<file path="config.mk">
export PLATFORM = sky130hd
export DESIGN_NAME = ccdc_top
export DESIGN_NICKNAME = d
export VERILOG_FILES = /design/src/ccdc_pkg.sv /design/src/ccdc_top.sv
export VERILOG_INCLUDE_DIRS = /design/src /design/src/src
export SDC_FILE = /design/constraint.sdc
export NUM_CORES = 1
export LEC_CHECK = 0
export BUFFER_PORTS_ARGS = -buffer_cell sky130_fd_sc_hd__buf_4
export CORE_MARGIN = 10
export CORE_UTILIZATION = 30
export DETAILED_ROUTE_END_ITERATION = 10
export PLACE_DENSITY_LB_ADDON = 0.15
export SLEW_MARGIN = 20
export SYNTH_ARGS = -nofsm -noshare
export SYNTH_HDL_FRONTEND = slang
export SYNTH_SLANG_ARGS = --single-unit
</file>
<file path="constraint.sdc">
create_clock -name ref_clk_i -period 6.25 [get_ports ref_clk_i]
set_input_delay 0.625 -clock ref_clk_i [delete_from_list [all_inputs] [get_ports ref_clk_i]]
set_output_delay 0.625 -clock ref_clk_i [all_outputs]
set_load 0.05 [all_outputs]
</file>
<file path="src/ccdc_regs.svh">
// Purpose: Register offsets, field positions and reset values of the channel trim block
// Assumes: Byte-wide registers on the device's own control port
// Notes:   Definitions only
`ifndef CCDC_REGS_SVH
`define CCDC_REGS_SVH
`define CCDC_OFS_GAIN_TRIM   8'h44
`define CCDC_OFS_PHASE_TRIM  8'h45
`define CCDC_OFS_SCAN_SEL    8'h64
`define CCDC_OFS_THRESH_ONE  8'h65
`define CCDC_RST_GAIN_TRIM   8'h80
`define CCDC_RST_PHASE_TRIM  8'h00
`define CCDC_RST_SCAN_SEL    8'h00
`define CCDC_RST_THRESH_ONE  8'h37
`define CCDC_GAIN_MSB        7
`define CCDC_GAIN_LSB        4
`define CCDC_GAIN_UNITY      4'h8
`define CCDC_BIT_CH1_SCAN    7
`define CCDC_BIT_CH2_SCAN    6
`define CCDC_BIT_SE_NEG      1
`define CCDC_BIT_AC_PINS     0
`define CCDC_INCFG_SE        2'h1
`define CCDC_INCFG_DIFF      2'h0
`define CCDC_SCAN_STEPS      3'h4
`endif

</file>
<file path="src/ccdc_pkg.sv">
// Purpose: Types of the channel trim and diagnostic scan block
// Assumes: No register header included; widths and state codes written directly
// Notes:   Types only
package ccdc_pkg;
   typedef struct packed {
      logic       wr;
      logic       rd;
      logic [7:0] addr;
      logic [7:0] wdata;
   } ccdc_bus_type;

   typedef struct packed {
      logic       coupling_dc;
      logic [1:0] input_config;
   } ccdc_chcfg_type;

   typedef enum logic [3:0] {
      SC_IDLE = 4'b0001,
      SC_PIN  = 4'b0010,
      SC_NEXT = 4'b0100,
      SC_WRAP = 4'b1000
   } ccdc_scan_type;

   typedef struct packed {
      logic [7:0]    gain_trim;
      logic [7:0]    phase_trim;
      logic [7:0]    scan_sel;
      logic [7:0]    thresh_one;
      logic [7:0]    rdata;
      logic          rvalid;
      logic [3:0]    gain_code;
      logic [7:0]    delay_cycles;
      logic [3:0]    pin_mask;
      ccdc_scan_type scan_st;
      logic [2:0]    pin_idx;
      logic [3:0]    active_mask;
      logic [3:0]    pin_sel;
      logic          pin_valid;
      logic [7:0]    dly_cnt;
      logic          sample_out;
   } ccdc_state_type;
endpackage : ccdc_pkg

</file>
<file path="src/ccdc_top.sv">
// Purpose: Channel-2 gain/phase trims and diagnostic pin-scan selection registers
// Assumes: Control port and modulator strobe synchronous to ref_clk_i
// Notes:   Pin order first_pos, first_neg, second_pos, second_neg
`timescale 1ns/1ps
`include "ccdc_regs.svh"
module ccdc_top (
   input  wire logic                    ref_clk_i,
   input  wire logic                    resetn_i,
   input  wire ccdc_pkg::ccdc_bus_type  bus_i,
   input  wire ccdc_pkg::ccdc_chcfg_type first_cfg_i,
   input  wire ccdc_pkg::ccdc_chcfg_type second_cfg_i,
   input  wire logic                    mod_clk_en_i,
   input  wire logic                    sample_in_i,
   input  wire logic                    scan_step_i,
   output logic [7:0]                   rdata_o,
   output logic                         rvalid_o,
   output logic [3:0]                   gain_code_o,
   output logic [7:0]                   delay_cycles_o,
   output logic [3:0]                   pin_mask_o,
   output logic [3:0]                   pin_sel_o,
   output logic                         pin_valid_o,
   output logic                         sample_o
);
   import ccdc_pkg::*;

   ccdc_state_type s_r;
   ccdc_state_type s_nxt;
   logic [255:0]   dline_r;
   logic           ch1_se;
   logic           ch2_se;
   logic [3:0]     mask;

   // Single-ended classification of each channel
   assign ch1_se = (first_cfg_i.input_config == `CCDC_INCFG_SE);
   assign ch2_se = (second_cfg_i.input_config == `CCDC_INCFG_SE);

   // Pin mask: enable and single-ended negative exclusion, then AC exclusion
   always_comb begin
      mask[0] = s_r.scan_sel[`CCDC_BIT_CH1_SCAN];
      mask[1] = s_r.scan_sel[`CCDC_BIT_CH1_SCAN] & (~ch1_se | s_r.scan_sel[`CCDC_BIT_SE_NEG]);
      mask[2] = s_r.scan_sel[`CCDC_BIT_CH2_SCAN];
      mask[3] = s_r.scan_sel[`CCDC_BIT_CH2_SCAN] & (~ch2_se | s_r.scan_sel[`CCDC_BIT_SE_NEG]);
      if (!first_cfg_i.coupling_dc && !s_r.scan_sel[`CCDC_BIT_AC_PINS]) begin
         mask[1:0] = 2'h0;
      end
      if (!second_cfg_i.coupling_dc && !s_r.scan_sel[`CCDC_BIT_AC_PINS]) begin
         mask[3:2] = 2'h0;
      end
   end

   always_comb begin
      s_nxt        = s_r;
      s_nxt.rvalid = 1'b0;
      s_nxt.pin_valid = 1'b0;
      if (bus_i.wr) begin
         unique case (bus_i.addr)
            // Low nibble forced to zero so it reads back as zero
            `CCDC_OFS_GAIN_TRIM:  s_nxt.gain_trim = {bus_i.wdata[`CCDC_GAIN_MSB:`CCDC_GAIN_LSB], 4'h0};
            `CCDC_OFS_PHASE_TRIM: s_nxt.phase_trim = bus_i.wdata;
            `CCDC_OFS_SCAN_SEL:   s_nxt.scan_sel = bus_i.wdata;
            `CCDC_OFS_THRESH_ONE: s_nxt.thresh_one = bus_i.wdata;
            default: ;
         endcase
      end
      if (bus_i.rd) begin
         s_nxt.rvalid = 1'b1;
         unique case (bus_i.addr)
            `CCDC_OFS_GAIN_TRIM:  s_nxt.rdata = s_r.gain_trim;
            `CCDC_OFS_PHASE_TRIM: s_nxt.rdata = s_r.phase_trim;
            `CCDC_OFS_SCAN_SEL:   s_nxt.rdata = s_r.scan_sel;
            `CCDC_OFS_THRESH_ONE: s_nxt.rdata = s_r.thresh_one;
            default:              s_nxt.rdata = 8'h00;
         endcase
      end
      s_nxt.gain_code    = s_r.gain_trim[`CCDC_GAIN_MSB:`CCDC_GAIN_LSB];
      s_nxt.delay_cycles = s_r.phase_trim;
      s_nxt.pin_mask     = mask;
      // Delay tap sampled on modulator strobes only
      if (mod_clk_en_i) begin
         s_nxt.sample_out = (s_r.phase_trim == 8'h00) ? sample_in_i
                                                       : dline_r[s_r.phase_trim - 8'h01];
      end
      // Scan sequencer: mask latched per pass so mid-pass writes apply next pass
      unique case (s_r.scan_st)
         SC_IDLE: begin
            if (scan_step_i && (mask != 4'h0)) begin
               s_nxt.active_mask = mask;
               s_nxt.pin_idx     = 3'h0;
               s_nxt.scan_st     = SC_PIN;
            end
         end
         SC_PIN: begin
            if (s_r.active_mask[s_r.pin_idx[1:0]]) begin
               s_nxt.pin_sel   = 4'h1 << s_r.pin_idx[1:0];
               s_nxt.pin_valid = 1'b1;
            end
            s_nxt.scan_st = SC_NEXT;
         end
         SC_NEXT: begin
            s_nxt.pin_idx = s_r.pin_idx + 3'h1;
            s_nxt.scan_st = (s_r.pin_idx + 3'h1 == `CCDC_SCAN_STEPS) ? SC_WRAP : SC_PIN;
         end
         SC_WRAP: begin
            s_nxt.pin_sel = 4'h0;
            s_nxt.scan_st = SC_IDLE;
         end
      endcase
   end

   always_ff @(posedge ref_clk_i) begin
      if (!resetn_i) begin
         s_r            <= '0;
         s_r.gain_trim  <= `CCDC_RST_GAIN_TRIM;
         s_r.phase_trim <= `CCDC_RST_PHASE_TRIM;
         s_r.scan_sel   <= `CCDC_RST_SCAN_SEL;
         s_r.thresh_one <= `CCDC_RST_THRESH_ONE;
         s_r.gain_code  <= `CCDC_GAIN_UNITY;
         s_r.scan_st    <= SC_IDLE;
      end else begin
         s_r <= s_nxt;
      end
   end

   // Shift register holds 256 modulator samples; flops traded for exact delay
   always_ff @(posedge ref_clk_i) begin
      if (!resetn_i) begin
         dline_r <= '0;
      end else if (mod_clk_en_i) begin
         dline_r <= {dline_r[254:0], sample_in_i};
      end
   end

   assign rdata_o        = s_r.rdata;
   assign rvalid_o       = s_r.rvalid;
   assign gain_code_o    = s_r.gain_code;
   assign delay_cycles_o = s_r.delay_cycles;
   assign pin_mask_o     = s_r.pin_mask;
   assign pin_sel_o      = s_r.pin_sel;
   assign pin_valid_o    = s_r.pin_valid;
   assign sample_o       = s_r.sample_out;

   // Register bank checks
   gain_low_zero_a: assert property (@(posedge ref_clk_i) disable iff (!resetn_i)
      s_r.gain_trim[3:0] == 4'h0) else $error("gain trim low bits not zero");
   gain_follow_a: assert property (@(posedge ref_clk_i) disable iff (!resetn_i)
      bus_i.wr && bus_i.addr == `CCDC_OFS_GAIN_TRIM |-> ##2
      gain_code_o == $past(bus_i.wdata[`CCDC_GAIN_MSB:`CCDC_GAIN_LSB], 2))
      else $error("gain code did not follow write");
   gain_reset_a: assert property (@(posedge ref_clk_i)
      !resetn_i |=> gain_code_o == `CCDC_GAIN_UNITY && s_r.gain_trim == `CCDC_RST_GAIN_TRIM)
      else $error("gain trim reset value wrong");
   scan_store_a: assert property (@(posedge ref_clk_i) disable iff (!resetn_i)
      bus_i.wr && bus_i.addr == `CCDC_OFS_SCAN_SEL |=> s_r.scan_sel == $past(bus_i.wdata))
      else $error("scan select not stored in full");
   read_answer_a: assert property (@(posedge ref_clk_i) disable iff (!resetn_i)
      bus_i.rd |=> rvalid_o)
      else $error("read not answered in one cycle");
   phase_follow_a: assert property (@(posedge ref_clk_i) disable iff (!resetn_i)
      bus_i.wr && bus_i.addr == `CCDC_OFS_PHASE_TRIM |-> ##2 delay_cycles_o == $past(bus_i.wdata, 2))
      else $error("delay did not follow write");
   reset_zero_a: assert property (@(posedge ref_clk_i)
      !resetn_i |=> s_r.phase_trim == 8'h00 && s_r.scan_sel == 8'h00)
      else $error("reset values wrong");
   // Scan selection checks; mask follows the select one cycle later
   ch1_off_a: assert property (@(posedge ref_clk_i) disable iff (!resetn_i)
      !s_r.scan_sel[`CCDC_BIT_CH1_SCAN] |=> pin_mask_o[1:0] == 2'h0)
      else $error("first channel scanned");
   ch2_off_a: assert property (@(posedge ref_clk_i) disable iff (!resetn_i)
      !s_r.scan_sel[`CCDC_BIT_CH2_SCAN] |=> pin_mask_o[3:2] == 2'h0)
      else $error("second channel scanned");
   ch1_on_a: assert property (@(posedge ref_clk_i) disable iff (!resetn_i)
      s_r.scan_sel[`CCDC_BIT_CH1_SCAN] && first_cfg_i.coupling_dc |=> pin_mask_o[0])
      else $error("first channel positive pin not scanned");
   ch2_on_a: assert property (@(posedge ref_clk_i) disable iff (!resetn_i)
      s_r.scan_sel[`CCDC_BIT_CH2_SCAN]
      && (second_cfg_i.coupling_dc || s_r.scan_sel[`CCDC_BIT_AC_PINS]) |=> pin_mask_o[2])
      else $error("second channel positive pin not scanned");
   se_neg_a: assert property (@(posedge ref_clk_i) disable iff (!resetn_i)
      ch2_se && !s_r.scan_sel[`CCDC_BIT_SE_NEG] |=> !pin_mask_o[3])
      else $error("single-ended negative scanned");
   se_neg_one_a: assert property (@(posedge ref_clk_i) disable iff (!resetn_i)
      ch1_se && !s_r.scan_sel[`CCDC_BIT_SE_NEG] |=> !pin_mask_o[1])
      else $error("first single-ended negative scanned");
   ac_excl_a: assert property (@(posedge ref_clk_i) disable iff (!resetn_i)
      !first_cfg_i.coupling_dc && !s_r.scan_sel[`CCDC_BIT_AC_PINS] |=> pin_mask_o[1:0] == 2'h0)
      else $error("AC-coupled pins scanned");
   ac_excl_two_a: assert property (@(posedge ref_clk_i) disable iff (!resetn_i)
      !second_cfg_i.coupling_dc && !s_r.scan_sel[`CCDC_BIT_AC_PINS] |=> pin_mask_o[3:2] == 2'h0)
      else $error("second AC-coupled pins scanned");
   // Pass mask is latched, so a strobed pin must belong to it
   pin_pick_a: assert property (@(posedge ref_clk_i) disable iff (!resetn_i)
      pin_valid_o |-> $onehot(pin_sel_o) && (pin_sel_o & s_r.active_mask) != 4'h0)
      else $error("scanned pin outside latched mask");
   // Zero phase trim is a one-register pass-through of the strobed sample
   pass_thru_a: assert property (@(posedge ref_clk_i) disable iff (!resetn_i)
      mod_clk_en_i && s_r.phase_trim == `CCDC_RST_PHASE_TRIM |=> sample_o == $past(sample_in_i))
      else $error("zero delay not pass-through");
   readback_a: assert property (@(posedge ref_clk_i) disable iff (!resetn_i)
      bus_i.wr && bus_i.addr == `CCDC_OFS_SCAN_SEL ##1 bus_i.rd && !bus_i.wr
      && bus_i.addr == `CCDC_OFS_SCAN_SEL |=> rdata_o == $past(bus_i.wdata, 2))
      else $error("readback mismatch");
   scan_cov_c: cover property (@(posedge ref_clk_i) pin_valid_o && pin_sel_o == 4'h8);
   delay_cov_c: cover property (@(posedge ref_clk_i) mod_clk_en_i && s_r.phase_trim == 8'hff);
   ac_cov_c: cover property (@(posedge ref_clk_i) !second_cfg_i.coupling_dc && pin_mask_o[2]);
   rd_cov_c: cover property (@(posedge ref_clk_i) rvalid_o && rdata_o != 8'h00);
   se_cov_c: cover property (@(posedge ref_clk_i)
      ch1_se && s_r.scan_sel[`CCDC_BIT_SE_NEG] && pin_mask_o[1]);
endmodule : ccdc_top

</file>
======== Yosys cells after proc, flatten, opt, wreduce, memory -nomap -nowiden ========
Index checks and enable logic that the tools add are counted.
cells by class
  $add $sub $neg .......................... 2
  order comparisons ....................... 2
  eq/ne operators ......................... 13
  shifts and indexed selects .............. 1
  mux-type cells .......................... 15
  bitwise logic cells ..................... 6
  reductions and logical operators ........ 18
operators by type and width
  operator               count
  $eq A8 B7 Y1 const B   4
  $pmux W8 S4            1
  $pmux W4 S4            1
  $reduce_and A2 Y1      8
  $mux W11               1
  $lt A8 B9 Y1 const B   1
  $bmux W1 S8            1
  $logic_not A8 Y1       1
  $pmux W4 S2            1
  $sub A8 B1 Y8 const B  1
  $pmux W3 S2            1
  $mux W5                1
  $eq A2 B1 Y1 const B   2
  $eq A4 B1 Y1 const B   1
  $eq A4 B2 Y1 const B   1
  $eq A4 B3 Y1 const B   1
  $eq A4 B4 Y1 const B   1
  $mux W1                4
  $mux W2                2
  $mux W4                1
  $ne A2 B2 Y1 const B   2
  $reduce_bool A2 Y1     2
  $reduce_bool A4 Y1     1
  $shl A1 B2 Y4 const A  1
  other kinds (9)        16
word-level totals
  register bits after elaboration ......... 326
  input port bits ......................... 29
  output and inout port bits .............. 31

======== Logic depth before layout (Yosys ltp) ========
  depth after elaboration ................. 9
  gate-level depth with buffers ........... 15
  mapped depth without buffers ............ 10

======== Worst setup path before layout ========
No wires, ideal clock.
  path type ............................... flip-flop to flip-flop
  start ................................... register s_r (netlist bit s_nxt[29])
  end ..................................... register s_r (netlist bit sample_o)
  arrival ................................. 2.988 ns
  data required time ...................... 6.128 ns
  setup slack ............................. 3.140 ns
  stages on the path, launching flop included .. 15
  buffers on the path ..................... 4
  cells stage by stage .................... dfxtp_1 inv_2 buf_4 buf_1 ha_1 buf_6 inv_6 buf_4 mux4_2 mux2i_1 o32ai_1 nor4_1 a21oi_1 a21oi_1 a21oi_1
on the way
  longest elaborated chain between the ends .. 4
ends and longest elaborated chain
  what                           RTL line         source
  start: declaration             ccdc_top.sv:26   ccdc_state_type s_r;
  start signal: assignment       ccdc_top.sv:120  s_r <= s_nxt;
  $sub A8 B1 Y8                  ccdc_top.sv:81   : dline_r[s_r.phase_trim - 8'h01];
  $bmux W1 S8                    ccdc_top.sv:81
  $mux W1 (implied by the code)  ccdc_top.sv:81
  $mux W1 *                      ccdc_top.sv:80   s_nxt.sample_out = (s_r.phase_trim == 8'h00) ? sample_in_i
Every way passes the cells marked *; elsewhere a longest branch is shown, timed or not. The select of a mux whose other input is x is not followed.
A chain may end at the register's enable or synchronous reset.

======== Final worst setup path ========
Same ends and word-level chain as after synthesis.

==> summary by stage <==
Run status
The flow ran to the end, and the final reports show no timing, DRC or antenna violations.

Timing
The final count of pins violating max slew was 0. The minimum period implied by the final worst setup slack is 3.99 ns. The final number of setup-violating endpoints is 0. The slew at the pin closest to its max-slew limit is 1.04 ns.

For the final routed database, the setup TNS stands at 0 ns. The number of failing hold endpoints at the final stage is 0. The final critical path takes up 63.9% of the cycle. Setup repair after global routing left no endpoint under its margin. The remaining max-slew budget at the tightest pin is 30.7%. Based on the critical path, the design can be clocked at up to 0.250 GHz. For the final database, setup skew stands at 0.0221 ns.

Logic synthesis
By count the netlist is led by dfxtp_1 (326), nor2_1 (321), mux2i_1 (305), mux4_2 (64), clkbuf_1 (46). The area of the mapped netlist is 0.0142 mm². In this run, synthesis inferred 0 flip-flops with an integrated enable. The synthesized design contains 326 register bits.

Summed over its instances, the top area cell type makes up 46.1% of the synthesized netlist area. The number of nets in the synthesized netlist is 1375. The average instance area after synthesis is 10.6 µm².

Sequential elements use 46.1% of the synthesized area. Ranked by total cell area, the synthesized netlist is headed by dfxtp_1 (46%), mux2i_1 (22%), mux4_2 (10%). The leading register cell type out of synthesis is dfxtp_1. Synthesis produced 1339 cells. The synthesized netlist contains 55 unique library cells. The total number of yosys warnings is 0.

In the post-synthesis netlist, the cell with the most instances is dfxtp_1. The proportion of synthesized flip-flops having asynchronous set or reset is 0%. The post-synthesis cell type with the largest combined area is dfxtp_1.

Clocking
The clock latency reported for the late side of the worst-skew pair is 0.55 ns. The root buffer cell chosen for the clock tree is clkbuf_16. The number of buffers created by CTS is 39.

The number of gates given a new drive strength after cts is 0. The H-tree was split into 2 levels. The maximum clock path buffer count is 3. The CTS tree is yes. Clock-pin slew was measured on the worst setup and hold paths at 0.06 ns. The number of setup buffers added after CTS is 0. The total clock sinks is 326. The number of buffers inserted for hold repair after clock tree synthesis is 0.

Die
The die is 237 µm tall. The number of standard-cell rows in the floorplan is 79. The horizontal extent of the die is 237 µm. For this configuration, the core starts out at a cell density of 30.4%. Pin placement for this block handled 60 I/O pins. The area of the die is 0.0563 mm². The total area inside the core boundary comes to 0.0467 mm².

Worst hold path
The startpoint of the worst hold path is bus_i[1]. The number of cells on the worst hold path is 3. The worst hold path terminates at s_r[51]$_SDFFE_PN1P_. The class of the most critical hold timing path is in2reg.

Detailed routing
The detail route stage leaves a number of antenna-violating nets equal to 0. In the final routed layout, each cell accounts on average for 16.2 µm. After detailed routing, the number of remaining DRC violations is 0.

The via count is 9322. The first routing iteration left 488 violations. The count of TritonRoute iterations in the first routing pass is 4. The total detailed-routing wirelength is 31.8 mm.

The number of vias per cell is 4.74.

Worst setup path
The depth of the worst register-to-register path is 10. The type of the worst setup path is reg2reg. For the worst setup path, the data required time is 6.69 ns. The startpoint identified for the worst register-to-register timing path is s_nxt[29]$_SDFFE_PN0P_.

The data arrival time of the critical path is 4.43 ns. In this run the register-to-register setup slack is 2.26 ns. Of all nets on the critical path, the largest fanout is 28. The worst setup path is captured at a flip-flop. The kind of launch point of the worst setup path is a flip-flop.

The endpoint of the worst register-to-register path is sample_o$_SDFFE_PN0P_.

Final layout
The number of nets in the layout is 1368. The layout cell share with drive strength beyond 1 is 15.4%. The synthesis-to-layout area growth is 14.0%. The repair_antennas step left the layout with diodes totalling 0. The number of standard cells in the final layout excluding fillers is 1967. Once layout is done, the placed cells without fillers occupy 0.0161 mm².

Power and ir drop
In this run, flip-flops and latches consume 46.5% of the power. Of the total power, the share spent switching nets is 22.0%. The largest voltage drop on the vdd net is 0.180 mV. Dividing total power by cell area gives a power density of 277 mW/mm². The internal portion of the total power is 3.49 mW. Combinational logic burns 3.5% of the power. Summed over all nets, the switching power comes to 987 µW. Summed over all cells, the static leakage comes to 6.75 nW. The clock network accounts for 50.0% of the total power.

Run
The number of maximum-capacitance violations is 0.

Global route
The pin count of the biggest net entering global routing is 151. The total routing usage reported by global routing is 11.2%. The via count of the first global-routing pass is 9166. The first global-routing pass estimated 52.1 mm of wire. Summed over all layers, the global routing overflow is 0. The number of antenna violations at the first check in global routing is 0.

Placement
The global placer's final weighted congestion is 0.723. In this run, placement finished with an instance count of 1898. The wire-length estimate of the detail-placed layout is 19.5 mm. The cell area after placement is 0.0149 mm². The number of port buffers is 59.
[critical path: stages, from the launching register on]
cell and delay (ns):
dfxtp_2 0.32, inv_2 0.51, ha_2 0.44, xor2_4 0.82
buf_4 0.46, mux4_2 0.34, o21ai_0 0.24, o22ai_1 0.13
o31a_1 0.36, o221ai_2 0.17, a21oi_1 0.08
[state kept, by name, summed over array words and instances (netlist names)]
| signal | cells |
|---|---|
| rdata_o | 8 |
| sample_o | 1 |
| pin_valid_o | 1 |
| delay_cycles_o | 8 |
| rvalid_o | 1 |
| pin_mask_o | 4 |
| dline_r | 256 |
| s_r | 27 |
| gain_code_o | 4 |
| pin_sel_o | 4 |
| s_nxt | 12 |
[how the worst max path moves through the flow]
stage / slack [ns] / endpoint / startpoint / cells past startpoint
6_report: 2.26 / sample_o$_SDFFE_PN0P_ / s_nxt[29]$_SDFFE_PN0P_ / 10
2_1_floorplan: 3.14 / sample_o$_SDFFE_PN0P_ / s_nxt[29]$_SDFFE_PN0P_ / 14
3_5_place_dp: 2.18 / sample_o$_SDFFE_PN0P_ / s_nxt[29]$_SDFFE_PN0P_ / 10
3_3_place_gp: 2.25 / sample_o$_SDFFE_PN0P_ / s_nxt[29]$_SDFFE_PN0P_ / 10
5_1_grt: 1.99 / sample_o$_SDFFE_PN0P_ / s_nxt[29]$_SDFFE_PN0P_ / 10
4_1_cts: 2.15 / sample_o$_SDFFE_PN0P_ / s_nxt[29]$_SDFFE_PN0P_ / 10
[cell families after synthesis]
family                   Yosys count  synth area share [%]
adder cells (fa/ha/maj)            7                 0.618
XOR/XNOR                           7                 0.539
multiplexers                     371                  32.0
AND/OR/NAND/NOR                  429                  12.7
AO/OA/AOI/OAI                     72                  3.39
buffers and inverters            127                  4.66
flip-flops                       326                  46.1
[stage by stage]
stage / hold WS (ns) / setup WS [ns] / util (%) / total power, mW
6_report: 0.326 / 2.26 / 34.6 / 4.48
5_1_grt: 0.308 / 1.99 / 34.6 / 4.65
4_1_cts: 0.294 / 2.15 / 34.6 / 4.57
3_5_place_dp: 0.459 / 2.18 / 31.9 / 2.28
3_3_place_gp: 0.452 / 2.25 / 31.9 / 2.29
2_1_floorplan: 0.429 / 3.14 / - / 2.24
[layout make-up]
type / count / area (µm²)
clock buffers: 58 / 1150
clock inverters: 11 / 120
fillers: 4775 / 30500
inverters: 10 / 50.0
multi-input cells: 886 / 7000
flip-flops and latches: 326 / 6530
well taps: 607 / 759
repair buffers: 69 / 538
[placed cells by master (no fill, tap or decap), types with 26 or more instances in the layout]
cell type    n
dfxtp_1    325
mux4_2      64
mux2i_1    305
nand2_1     42
nor2_1     321
a21oi_1     26
buf_4       67
clkbuf_16   39
[routing by layer]
layer  track usage (%)  share of wire, %  up-vias
li1                  -                 -     4657
met1              15.5                51     4483
met2              17.1                43      141
met3              2.22               3.9       41
met4              3.79               2.1        0
met5                 0                 0        -
[power groups by stage]
stage	Sequential (mW)	Clock (mW)	Combinational [mW]
finish	2.08	2.24	0.155
global route	2.08	2.40	0.166
CTS	2.08	2.33	0.157
detailed placement	2.13	0	0.157
global placement	2.13	0	0.158
floorplan	2.13	0	0.113
(Power assumes the default switching activity.)
